File: src/rtl/usrsr_consts.svh
`ifndef USRSR_CONSTS_SVH
`define USRSR_CONSTS_SVH
// ****************************************
// character timing
// ****************************************
`define USRSR_CLK_HZ        40000000
`define USRSR_BAUD          9600
`define USRSR_BIT_CYC       (`USRSR_CLK_HZ / `USRSR_BAUD)
`define USRSR_DATA_BITS     8
// ****************************************
// frame bytes
// ****************************************
`define USRSR_UART_HDR      8'hFF
`define USRSR_HDR_HI        8'h55
`define USRSR_HDR_LO        8'hAA
`define USRSR_OP_ALL        8'h01
`define USRSR_OP_ADDR       8'h03
`define USRSR_OP_ONE_BASE   8'h10
`define USRSR_OP_ONE_LAST   8'h13
`define USRSR_BCAST_ADDR    8'hFF
`define USRSR_ADDR_RESET    8'h01
`define USRSR_UART_PKT_LEN  10
// ****************************************
// timing in ms and derived cycles
// ****************************************
`define USRSR_CYCLE_MS      300
`define USRSR_ALL_DLY_MS    205
`define USRSR_ONE_DLY_MS    70
`define USRSR_ALL_GAP_MS    250
`define USRSR_ONE_GAP_MS    90
`define USRSR_MS_CYC        (`USRSR_CLK_HZ / 1000)
`endif

File: src/rtl/usrsr_pkg.sv
package usrsr_pkg;
    typedef enum logic [1:0] {USRSR_MODE_UART, USRSR_MODE_BUS} usrsr_mode_t;
    typedef logic [15:0] usrsr_dist_t;
endpackage

File: src/rtl/usrsr_link_if.sv
`timescale 1ns/10ps
// one-wire serial link; the bench resolves the shared line from the enables
interface usrsr_link_if;
    logic dev_line_o;
    logic dev_line_oe;
    logic host_line_o;
    logic host_line_oe;
    logic line_i;
    modport device (output dev_line_o, output dev_line_oe, input line_i);
    modport host   (output host_line_o, output host_line_oe, input line_i);
endinterface

File: src/rtl/usrsr_device.sv
`timescale 1ns/10ps
`include "usrsr_consts.svh"
module usrsr_device
    import usrsr_pkg::*;
#(
    parameter int CYCLE_CYC   = `USRSR_CYCLE_MS * `USRSR_MS_CYC,
    parameter int ALL_DLY_CYC = `USRSR_ALL_DLY_MS * `USRSR_MS_CYC,
    parameter int ONE_DLY_CYC = `USRSR_ONE_DLY_MS * `USRSR_MS_CYC,
    parameter int BIT_CYC     = `USRSR_BIT_CYC
)(
    input  wire logic        core_clk_i,
    input  wire logic        rst_n_i,
    input  wire logic        bus_mode_i,
    input  wire usrsr_dist_t dist_i [4],
    usrsr_link_if.device     link,
    output logic             busy_o,
    output logic [7:0]       slave_addr_o
);
    // ****************************************
    // receive side, two-flop synchroniser
    // ****************************************
    logic        rx_meta_reg;
    logic        rx_sync_reg;
    logic        rx_act_reg;
    logic [15:0] rx_cnt_reg;
    logic [3:0]  rx_bit_reg;
    logic [7:0]  rx_sh_reg;
    logic        rx_stb;
    logic [2:0]  rx_idx_reg;
    logic [7:0]  rx_addr_reg;
    logic [7:0]  rx_op_reg;
    logic [7:0]  rx_sum_reg;
    logic        mode_reg;
    wire         rx_live = mode_reg & ~busy_o;

    always_ff @(posedge core_clk_i)
    begin
        rx_meta_reg <= link.line_i;
        rx_sync_reg <= rx_meta_reg;
    end

    // one start, eight data, one stop, sampled mid-bit
    wire rx_half = rx_cnt_reg == 16'(BIT_CYC / 2);
    wire rx_end  = rx_cnt_reg == 16'(BIT_CYC - 1);
    assign rx_stb = rx_act_reg & rx_end & (rx_bit_reg == 4'h9);

    always_ff @(posedge core_clk_i)
    begin
        if (!rst_n_i || !rx_live)
        begin
            rx_act_reg <= 1'b0;
            rx_cnt_reg <= 16'h0000;
            rx_bit_reg <= 4'h0;
            rx_sh_reg  <= 8'h00;
        end
        else if (!rx_act_reg)
        begin
            rx_act_reg <= ~rx_sync_reg;
            rx_cnt_reg <= 16'h0000;
            rx_bit_reg <= 4'h0;
        end
        else
        begin
            rx_cnt_reg <= rx_end ? 16'h0000 : rx_cnt_reg + 16'h0001;
            if (rx_end)
                rx_bit_reg <= rx_bit_reg + 4'h1;
            if (rx_half && rx_bit_reg >= 4'h1 && rx_bit_reg <= 4'h8)
                rx_sh_reg <= {rx_sync_reg, rx_sh_reg[7:1]};
            if (rx_stb)
                rx_act_reg <= 1'b0;
            if (rx_half && rx_bit_reg == 4'h0 && rx_sync_reg)
                rx_act_reg <= 1'b0; // false start bit
        end
    end

    // ****************************************
    // command frame parser
    // ****************************************
    wire [7:0] rx_sum_next = rx_sum_reg + rx_sh_reg;
    wire hdr_ok = (rx_idx_reg == 3'd0 && rx_sh_reg == `USRSR_HDR_HI)
               || (rx_idx_reg == 3'd1 && rx_sh_reg == `USRSR_HDR_LO);
    wire addr_ok = rx_addr_reg == slave_addr_o
                || rx_addr_reg == `USRSR_BCAST_ADDR;
    wire op_one  = rx_op_reg >= `USRSR_OP_ONE_BASE
                && rx_op_reg <= `USRSR_OP_ONE_LAST;
    wire op_known = rx_op_reg == `USRSR_OP_ALL || op_one
                 || rx_op_reg == `USRSR_OP_ADDR;
    wire is_addr_cmd = rx_op_reg == `USRSR_OP_ADDR;
    wire cmd_ok = rx_stb && rx_idx_reg == 3'd4 && rx_sh_reg == rx_sum_reg
               && op_known && (addr_ok || is_addr_cmd);

    always_ff @(posedge core_clk_i)
    begin
        if (!rst_n_i || !rx_live)
        begin
            rx_idx_reg  <= 3'd0;
            rx_sum_reg  <= 8'h00;
            rx_addr_reg <= 8'h00;
            rx_op_reg   <= 8'h00;
        end
        else if (rx_stb)
        begin
            if (rx_idx_reg <= 3'd1 && !hdr_ok)
            begin
                rx_idx_reg <= (rx_sh_reg == `USRSR_HDR_HI) ? 3'd1 : 3'd0;
                rx_sum_reg <= (rx_sh_reg == `USRSR_HDR_HI) ? rx_sh_reg : 8'h00;
            end
            else if (rx_idx_reg == 3'd4)
            begin
                rx_idx_reg <= 3'd0;
                rx_sum_reg <= 8'h00;
            end
            else
            begin
                rx_idx_reg <= rx_idx_reg + 3'd1;
                rx_sum_reg <= rx_sum_next;
                if (rx_idx_reg == 3'd2)
                    rx_addr_reg <= rx_sh_reg;
                if (rx_idx_reg == 3'd3)
                    rx_op_reg <= rx_sh_reg;
            end
        end
    end

    // ****************************************
    // sequencer: delay, then load reply bytes
    // ****************************************
    typedef enum logic [1:0] {USRSR_IDLE, USRSR_WAIT, USRSR_SEND} usrsr_st_t;
    usrsr_st_t   st_reg;
    logic [31:0] tmr_reg;
    logic [3:0]  byte_idx_reg;
    logic [3:0]  byte_cnt_reg;
    logic [7:0]  op_reg;
    logic [7:0]  echo_reg;
    logic [7:0]  sum_reg;
    logic [7:0]  pkt [14];
    logic        buf_ready;
    logic        tx_done;

    // distances pass through unsigned, high byte first
    wire [7:0] one_hi = dist_i[op_reg[1:0]][15:8];
    wire [7:0] one_lo = dist_i[op_reg[1:0]][7:0];
    always_comb
    begin
        for (int i = 0; i < 14; i++)
            pkt[i] = 8'h00;
        if (!mode_reg)
        begin
            pkt[0] = `USRSR_UART_HDR;
            for (int i = 0; i < 4; i++)
            begin
                pkt[1 + 2 * i] = dist_i[i][15:8];
                pkt[2 + 2 * i] = dist_i[i][7:0];
            end
        end
        else
        begin
            pkt[0] = `USRSR_HDR_HI;
            pkt[1] = `USRSR_HDR_LO;
            pkt[2] = echo_reg; // broadcast echoes 0xFF
            pkt[3] = op_reg;
            if (op_reg == `USRSR_OP_ALL)
                for (int i = 0; i < 4; i++)
                begin
                    pkt[4 + 2 * i] = dist_i[i][15:8];
                    pkt[5 + 2 * i] = dist_i[i][7:0];
                end
            else if (op_reg != `USRSR_OP_ADDR)
            begin
                pkt[4] = one_hi;
                pkt[5] = one_lo;
            end
        end
    end
    wire last_byte = byte_idx_reg == byte_cnt_reg - 4'd1;
    wire [7:0] cur_byte = last_byte ? sum_reg : pkt[byte_idx_reg];
    wire       push = st_reg == USRSR_SEND && buf_ready;
    wire [3:0] rsp_len = (rx_op_reg == `USRSR_OP_ALL) ? 4'd13
                       : op_one ? 4'd7 : 4'd5;

    always_ff @(posedge core_clk_i)
    begin
        if (!rst_n_i)
        begin
            st_reg       <= USRSR_IDLE;
            tmr_reg      <= 32'h0;
            byte_idx_reg <= 4'h0;
            byte_cnt_reg <= 4'h0;
            op_reg       <= 8'h00;
            echo_reg     <= 8'h00;
            sum_reg      <= 8'h00;
            busy_o       <= 1'b0;
            slave_addr_o <= `USRSR_ADDR_RESET;
            mode_reg     <= 1'b0;
        end
        else
        begin
            case (st_reg)
                USRSR_IDLE:
                begin
                    mode_reg <= bus_mode_i; // mode latched between frames
                    tmr_reg  <= tmr_reg + 32'h1;
                    if (!mode_reg && tmr_reg >= 32'(CYCLE_CYC - 1))
                    begin
                        st_reg       <= USRSR_SEND;
                        byte_cnt_reg <= 4'(`USRSR_UART_PKT_LEN);
                        byte_idx_reg <= 4'h0;
                        sum_reg      <= 8'h00;
                        tmr_reg      <= 32'h0;
                    end
                    else if (mode_reg && cmd_ok)
                    begin
                        st_reg       <= USRSR_WAIT;
                        busy_o       <= 1'b1;
                        op_reg       <= rx_op_reg;
                        echo_reg     <= rx_addr_reg;
                        byte_cnt_reg <= rsp_len;
                        tmr_reg      <= 32'h0;
                        if (is_addr_cmd)
                            slave_addr_o <= rx_addr_reg;
                    end
                end
                USRSR_WAIT:
                begin
                    tmr_reg <= tmr_reg + 32'h1;
                    if ((op_reg == `USRSR_OP_ALL
                         && tmr_reg >= 32'(ALL_DLY_CYC - 1))
                        || (op_reg != `USRSR_OP_ALL
                         && tmr_reg >= 32'(ONE_DLY_CYC - 1)))
                    begin
                        st_reg       <= USRSR_SEND;
                        byte_idx_reg <= 4'h0;
                        sum_reg      <= 8'h00;
                    end
                end
                USRSR_SEND:
                begin
                    tmr_reg <= tmr_reg + 32'h1;
                    if (push)
                    begin
                        sum_reg      <= sum_reg + cur_byte;
                        byte_idx_reg <= byte_idx_reg + 4'h1;
                    end
                    if (byte_idx_reg == byte_cnt_reg && tx_done)
                    begin
                        st_reg <= USRSR_IDLE;
                        busy_o <= 1'b0;
                    end
                end
                default: st_reg <= USRSR_IDLE;
            endcase
        end
    end

    // ****************************************
    // two-entry buffer and transmitter
    // ****************************************
    logic [7:0] fifo_q [2];
    logic [1:0] fifo_cnt_reg;
    logic       wr_ptr_reg;
    logic       rd_ptr_reg;
    logic       tx_act_reg;
    logic [15:0] tx_cnt_reg;
    logic [3:0] tx_bit_reg;
    logic [9:0] tx_sh_reg;
    assign buf_ready = fifo_cnt_reg != 2'd2 && byte_idx_reg != byte_cnt_reg;
    wire fifo_valid = fifo_cnt_reg != 2'd0;
    wire pop = fifo_valid && !tx_act_reg;
    assign tx_done = !fifo_valid && !tx_act_reg;
    wire tx_end = tx_cnt_reg == 16'(BIT_CYC - 1);

    always_ff @(posedge core_clk_i)
    begin
        if (!rst_n_i)
        begin
            fifo_cnt_reg <= 2'd0;
            wr_ptr_reg   <= 1'b0;
            rd_ptr_reg   <= 1'b0;
            fifo_q[0]    <= 8'h00;
            fifo_q[1]    <= 8'h00;
            tx_act_reg   <= 1'b0;
            tx_cnt_reg   <= 16'h0000;
            tx_bit_reg   <= 4'h0;
            tx_sh_reg    <= 10'h3FF;
        end
        else
        begin
            if (push)
            begin
                fifo_q[wr_ptr_reg] <= cur_byte;
                wr_ptr_reg         <= ~wr_ptr_reg;
            end
            fifo_cnt_reg <= fifo_cnt_reg + 2'(push) - 2'(pop);
            if (pop) // stop, data lsb first, start
            begin
                rd_ptr_reg <= ~rd_ptr_reg;
                tx_sh_reg  <= {1'b1, fifo_q[rd_ptr_reg], 1'b0};
                tx_act_reg <= 1'b1;
                tx_cnt_reg <= 16'h0000;
                tx_bit_reg <= 4'h0;
            end
            else if (tx_act_reg)
            begin
                tx_cnt_reg <= tx_end ? 16'h0000 : tx_cnt_reg + 16'h0001;
                if (tx_end)
                begin
                    tx_sh_reg  <= {1'b1, tx_sh_reg[9:1]};
                    tx_bit_reg <= tx_bit_reg + 4'h1;
                    if (tx_bit_reg == 4'h9)
                        tx_act_reg <= 1'b0;
                end
            end
        end
    end

    // bus mode drives only while a reply is going out
    always_ff @(posedge core_clk_i)
    begin
        if (!rst_n_i)
        begin
            link.dev_line_o  <= 1'b1;
            link.dev_line_oe <= 1'b0;
        end
        else
        begin
            link.dev_line_o  <= tx_sh_reg[0];
            link.dev_line_oe <= !mode_reg || st_reg == USRSR_SEND;
        end
    end
endmodule

File: src/flat_wrapper.sv
// flat-port wrapper written by rule: the top's interface ports become plain ports
module usrsr_device_flat import usrsr_pkg::*;
#(
    parameter int CYCLE_CYC   = `USRSR_CYCLE_MS * `USRSR_MS_CYC,
    parameter int ALL_DLY_CYC = `USRSR_ALL_DLY_MS * `USRSR_MS_CYC,
    parameter int ONE_DLY_CYC = `USRSR_ONE_DLY_MS * `USRSR_MS_CYC,
    parameter int BIT_CYC     = `USRSR_BIT_CYC
)
  (core_clk_i, rst_n_i, bus_mode_i, dist_i, busy_o, slave_addr_o, link_dev_line_o, link_dev_line_oe, link_line_i);
  usrsr_link_if link_i ();
  input  wire logic core_clk_i;
  input  wire logic rst_n_i;
  input  wire logic bus_mode_i;
  input  wire usrsr_dist_t dist_i[4];
  output logic busy_o;
  output logic [7:0] slave_addr_o;
  output wire logic [$bits(link_i.dev_line_o)-1:0] link_dev_line_o;
  output wire logic [$bits(link_i.dev_line_oe)-1:0] link_dev_line_oe;
  input wire logic [$bits(link_i.line_i)-1:0] link_line_i;
  assign link_dev_line_o = link_i.dev_line_o;
  assign link_dev_line_oe = link_i.dev_line_oe;
  assign link_i.line_i = link_line_i;
  usrsr_device #(.CYCLE_CYC(CYCLE_CYC), .ALL_DLY_CYC(ALL_DLY_CYC), .ONE_DLY_CYC(ONE_DLY_CYC), .BIT_CYC(BIT_CYC)) u_core (.core_clk_i(core_clk_i), .rst_n_i(rst_n_i), .bus_mode_i(bus_mode_i), .dist_i(dist_i), .link(link_i), .busy_o(busy_o), .slave_addr_o(slave_addr_o));
endmodule
File: config.mk
export PLATFORM = sky130hd
export DESIGN_NAME = usrsr_device_flat
export DESIGN_NICKNAME = d
export VERILOG_FILES = /design/src/rtl/usrsr_pkg.sv /design/src/rtl/usrsr_link_if.sv /design/src/rtl/usrsr_device.sv /design/src/flat_wrapper.sv
export VERILOG_INCLUDE_DIRS = /design/src /design/src/rtl
export SDC_FILE = /design/constraint.sdc
export NUM_CORES = 1
export LEC_CHECK = 0
export ABC_AREA = 0
export ABC_CLOCK_PERIOD_IN_PS = 3750
export BUFFER_PORTS_ARGS = -buffer_cell sky130_fd_sc_hd__buf_2
export CORE_MARGIN = 3
export CORE_UTILIZATION = 55
export CTS_BUF_LIST = sky130_fd_sc_hd__clkbuf_4
export CTS_CLUSTER_SIZE = 16
export DETAILED_ROUTE_END_ITERATION = 7
export GPL_ROUTABILITY_DRIVEN = 1
export GPL_TIMING_DRIVEN = 0
export HOLD_SLACK_MARGIN = 0.06
export PLACE_DENSITY_LB_ADDON = 0.2
export SYNTH_ARGS = -nofsm -noshare
export SYNTH_HDL_FRONTEND = slang
export SYNTH_SLANG_ARGS = --single-unit
File: constraint.sdc
create_clock -name core_clk_i -period 3.75 [get_ports core_clk_i]
set_input_delay 0.1875 -clock core_clk_i [delete_from_list [all_inputs] [get_ports core_clk_i]]
set_output_delay 0.1875 -clock core_clk_i [all_outputs]
set_load 0.005 [all_outputs]
==> metrics.csv <==
stage,metric,value,unit
run_status,status,"finished, violations left",
run_status,violations,negative setup slack,
logic_synthesis,synth.area.top_cells,"dfxtp_1, mux4_2, mux2i_1, nor2_1, ha_1",
timing,grt_setup_unrepaired,yes,
placed_design,portBuffers,77,
detailed_routing,wl_per_cell,18.2,um
cts,cts.clk_slew.worst_paths,0.16,ns
floorplanning,io_pins,79,
cells_and_area,syn_to_final_growth,15.8,%
cells_and_area,final_cell_mix,"nor2_1, dfxtp_1, nand2_1, buf_2, mux2i_1",
pwr,p_int,2.68,mW
timing,fmax,0.264,GHz
cells_and_area,largest_reg_flops,32,
floorplanning,die_y,147,um
logic_synthesis,synth-compound-area-share,11.9,%
cells_and_area,layout.cells.non_filler,1629,
logic_synthesis,netlist.area_leader.share,31.3,%
logic_synthesis,synth_fp_nets,1335,
logic_synthesis,yosysTopAreaCell,dfxtp_1,
cts,cts_sinks,186,
critical_path,critPathCaptureType,flip-flop,
logic_synthesis,seq_area_frac_synth,35.7,%
floorplanning,dieArea,21500,um2
detailed_routing,vias,9849,
timing,period_minus_slack,3.79,ns
pwr,total_power,3.91,mW
timing,timing.final.crit_share,101,%
timing,worst_hold_slack,0.202,ns
timing,postLayoutSetupSlackWorst,-0.0377,ns
global_route,grt_pass1_vias,9349,
global_route,grt_max_degree,20,
pwr,p_sw_share,31.4,%
logic_synthesis,syn-mean-instance-area,8.89,um2
critical_path,crit_fanout,5,
logic_synthesis,synth_adder_area_share,4.96,%
pwr,p_leak,4.80,nW
worst_hold_path,min_path_type,in -> reg,
placed_design,dp_cells,1562,
detailed_routing,drt-initial-drc-count,912,
pwr,clkPwrFrac,28.1,%
timing,setup_viol,1,
global_route,track_usage,26.7,%
floorplanning,core-area,19100,um2
pwr,ir_drop,0.201,mV
timing,slew_violations,0,
cts,cts_root_buf,clkbuf_4,
cells_and_area,nFillCells,1623,
logic_synthesis,yosys.area_share.xor_xnor,6.76,%
timing,max_slew_margin,25.1,%
cts,cts-htree-levels,4,
global_route,grt_antenna_before_repair,1,
global_route,grt_pass1_wl,47.2,mm
detailed_routing,drcViolationCount,0,
floorplanning,start_util,57.1,%
global_route,grt_overflow,0,
critical_path,cp.arrival,4.30,ns
detailed_routing,viasPerCell,6.05,
pwr,combinationalPowerShare,17.0,%
cells_and_area,nets,1465,
detailed_routing,dr.pass1.iters,7,
pwr,switchingPower,1.23,mW
logic_synthesis,synth_async_sr_flop_share,0,%
logic_synthesis,synth-seq-cells,186,
timing,worstMarginPinSlew,1.11,ns
timing,hold_viol,0,
pwr,power_density,310,nW/um2
logic_synthesis,synth_edf_count,16,
placed_design,dp_slack,-0.856,ns
logic_synthesis,ys_warn_count,0,
critical_path,critPathKind,reg -> reg,
critical_path,crit_required,4.27,ns
cts,numCtsBuffers,17,
pwr,p_seq_share,54.9,%
cells_and_area,drive_above_1_share,20.2,%
cells_and_area,layout_commonest_cell,nor2_1,
critical_path,cp-start-kind,flip-flop,
timing,finalClockSkew,0.0359,ns
placed_design,place_congestion,0.993,
detailed_routing,wirelength,29.7,mm
detailed_routing,detail-route-antenna-nets,0,
logic_synthesis,synth_simple_gate_area_share,21.8,%
floorplanning,die_w,147,um
logic_synthesis,netlist_area,10900,um2
run,drv_cap,0,
cts,cts_tree,yes,
logic_synthesis,synth_cells,1225,
logic_synthesis,synth_mux_area_share,14.6,%
cts,cts_buffer_depth,2,
floorplanning,num_rows,50,
logic_synthesis,synth_top_family_by_area,simple AND/OR/NAND/NOR gates,
logic_synthesis,synth.distinct_cells,73,
logic_synthesis,synth_ff_type,dfxtp_1,
cts,clock_latency,0.59,ns
placed_design,hpwl,21.0,mm
-- cell families after synthesis --
logic type / after synthesis
AO/OA/AOI/OAI: 200
XOR/XNOR: 84
adder cells (fa/ha/maj): 42
buffers and inverters: 116
flip-flops: 186
multiplexers: 114
AND/OR/NAND/NOR: 483
-- area by class of cell --
cell class              count  area [um2]  share of cell area, %
clock inverters            14         151                   1.20
repair buffers            113         691                   5.48
plain buffers              62         387                   3.07
inverters                  52         195                   1.55
well taps                 260         325                   2.58
diodes                      1        2.50                 0.0199
flip-flops and latches    186        3890                   30.9
clock buffers              18         135                   1.07
multi-input cells         923        6820                   54.1
-- Yosys cell counts, types with 16 or more instances --
library cell,number
xnor2_1,27
mux2i_1,67
dfxtp_1,170
xor2_1,57
a21oi_1,54
clkbuf_1,43
ha_1,40
nand2_1,101
buf_2,17
and3_1,16
edfxtp_1,16
nor3_1,22
nand4_1,23
nor2_1,176
mux4_2,35
nand3_1,56
inv_1,52
o21ai_0,48
-- repair_timing --
item | 4_1_cts | 5_1_grt
endpoints found under the hold margin | 3 | 0
pin swaps | 12 | 25
cloned | 0 | 1
hold buffers | 3 | 0
setup buffers | 16 | 16
resized for setup | 82 | 37
endpoints found under the setup margin | 6 | 3
-- per-stage QoR --
| stage | utilization (%) | instance area (um2) | setup TNS (ns) |
|---|---|---|---|
| after CTS | 64.6 | 12300 | 0 |
| after floorplan | - | 10900 | 0 |
| after global routing | 66.1 | 12600 | -0.225 |
| after detailed placement | 60.8 | 11600 | -2.43 |
| after global placement | 60.8 | 11600 | -2.11 |
| final | 66.1 | 12600 | -0.0377 |
-- path summary, 6_finish.rpt --
kind / from / endpoint / slack, ns / depth (start not counted)
setup reg to reg: u_core.op_reg[5]$_SDFFE_PN0P_ / u_core.sum_reg[7]$_SDFFE_PN0P_ / -0.04 / 17
setup / recovery: u_core.op_reg[5]$_SDFFE_PN0P_ / u_core.sum_reg[7]$_SDFFE_PN0P_ / -0.04 / 17
hold reg to reg: u_core.rx_meta_reg$_DFF_P_ / u_core.rx_sync_reg$_DFF_P_ / 0.35 / 0
hold / removal: dist_i[22] / u_core.fifo_q[1][6]$_SDFFCE_PN0P_ / 0.20 / 5
-- power groups by stage --
stage / Combinational, mW / Clock (mW) / Sequential [mW]
finish: 0.666 / 1.10 / 2.14
global route: 0.746 / 1.20 / 2.16
CTS: 0.642 / 1.12 / 2.14
detailed placement: 0.619 / 0 / 2.18
global placement: 0.610 / 0 / 2.18
floorplan: 0.440 / 0 / 2.17
-- critical path, cell delays in order (launching register included) --
cell,delay [ns]
dfxtp_2,0.36
or4_4,0.58
nor3_4,0.24
buf_6,0.14
buf_6,0.10
a311oi_1,0.08
a211oi_1,0.23
o21ai_1,0.18
and3_4,0.20
inv_1,0.08
ha_4,0.22
nand3_1,0.10
o2111ai_2,0.18
a21oi_2,0.24
o21bai_4,0.12
a2111o_1,0.37
a21oi_2,0.15
o31a_1,0.14
-- metal layers --
layer,global-route usage [%],share of wire (%)
met1,35.0,42
met2,43.7,47
met3,5.31,7.9
met4,10.1,3.5
met5,0,0
Power figures use the tool's default switching activity.
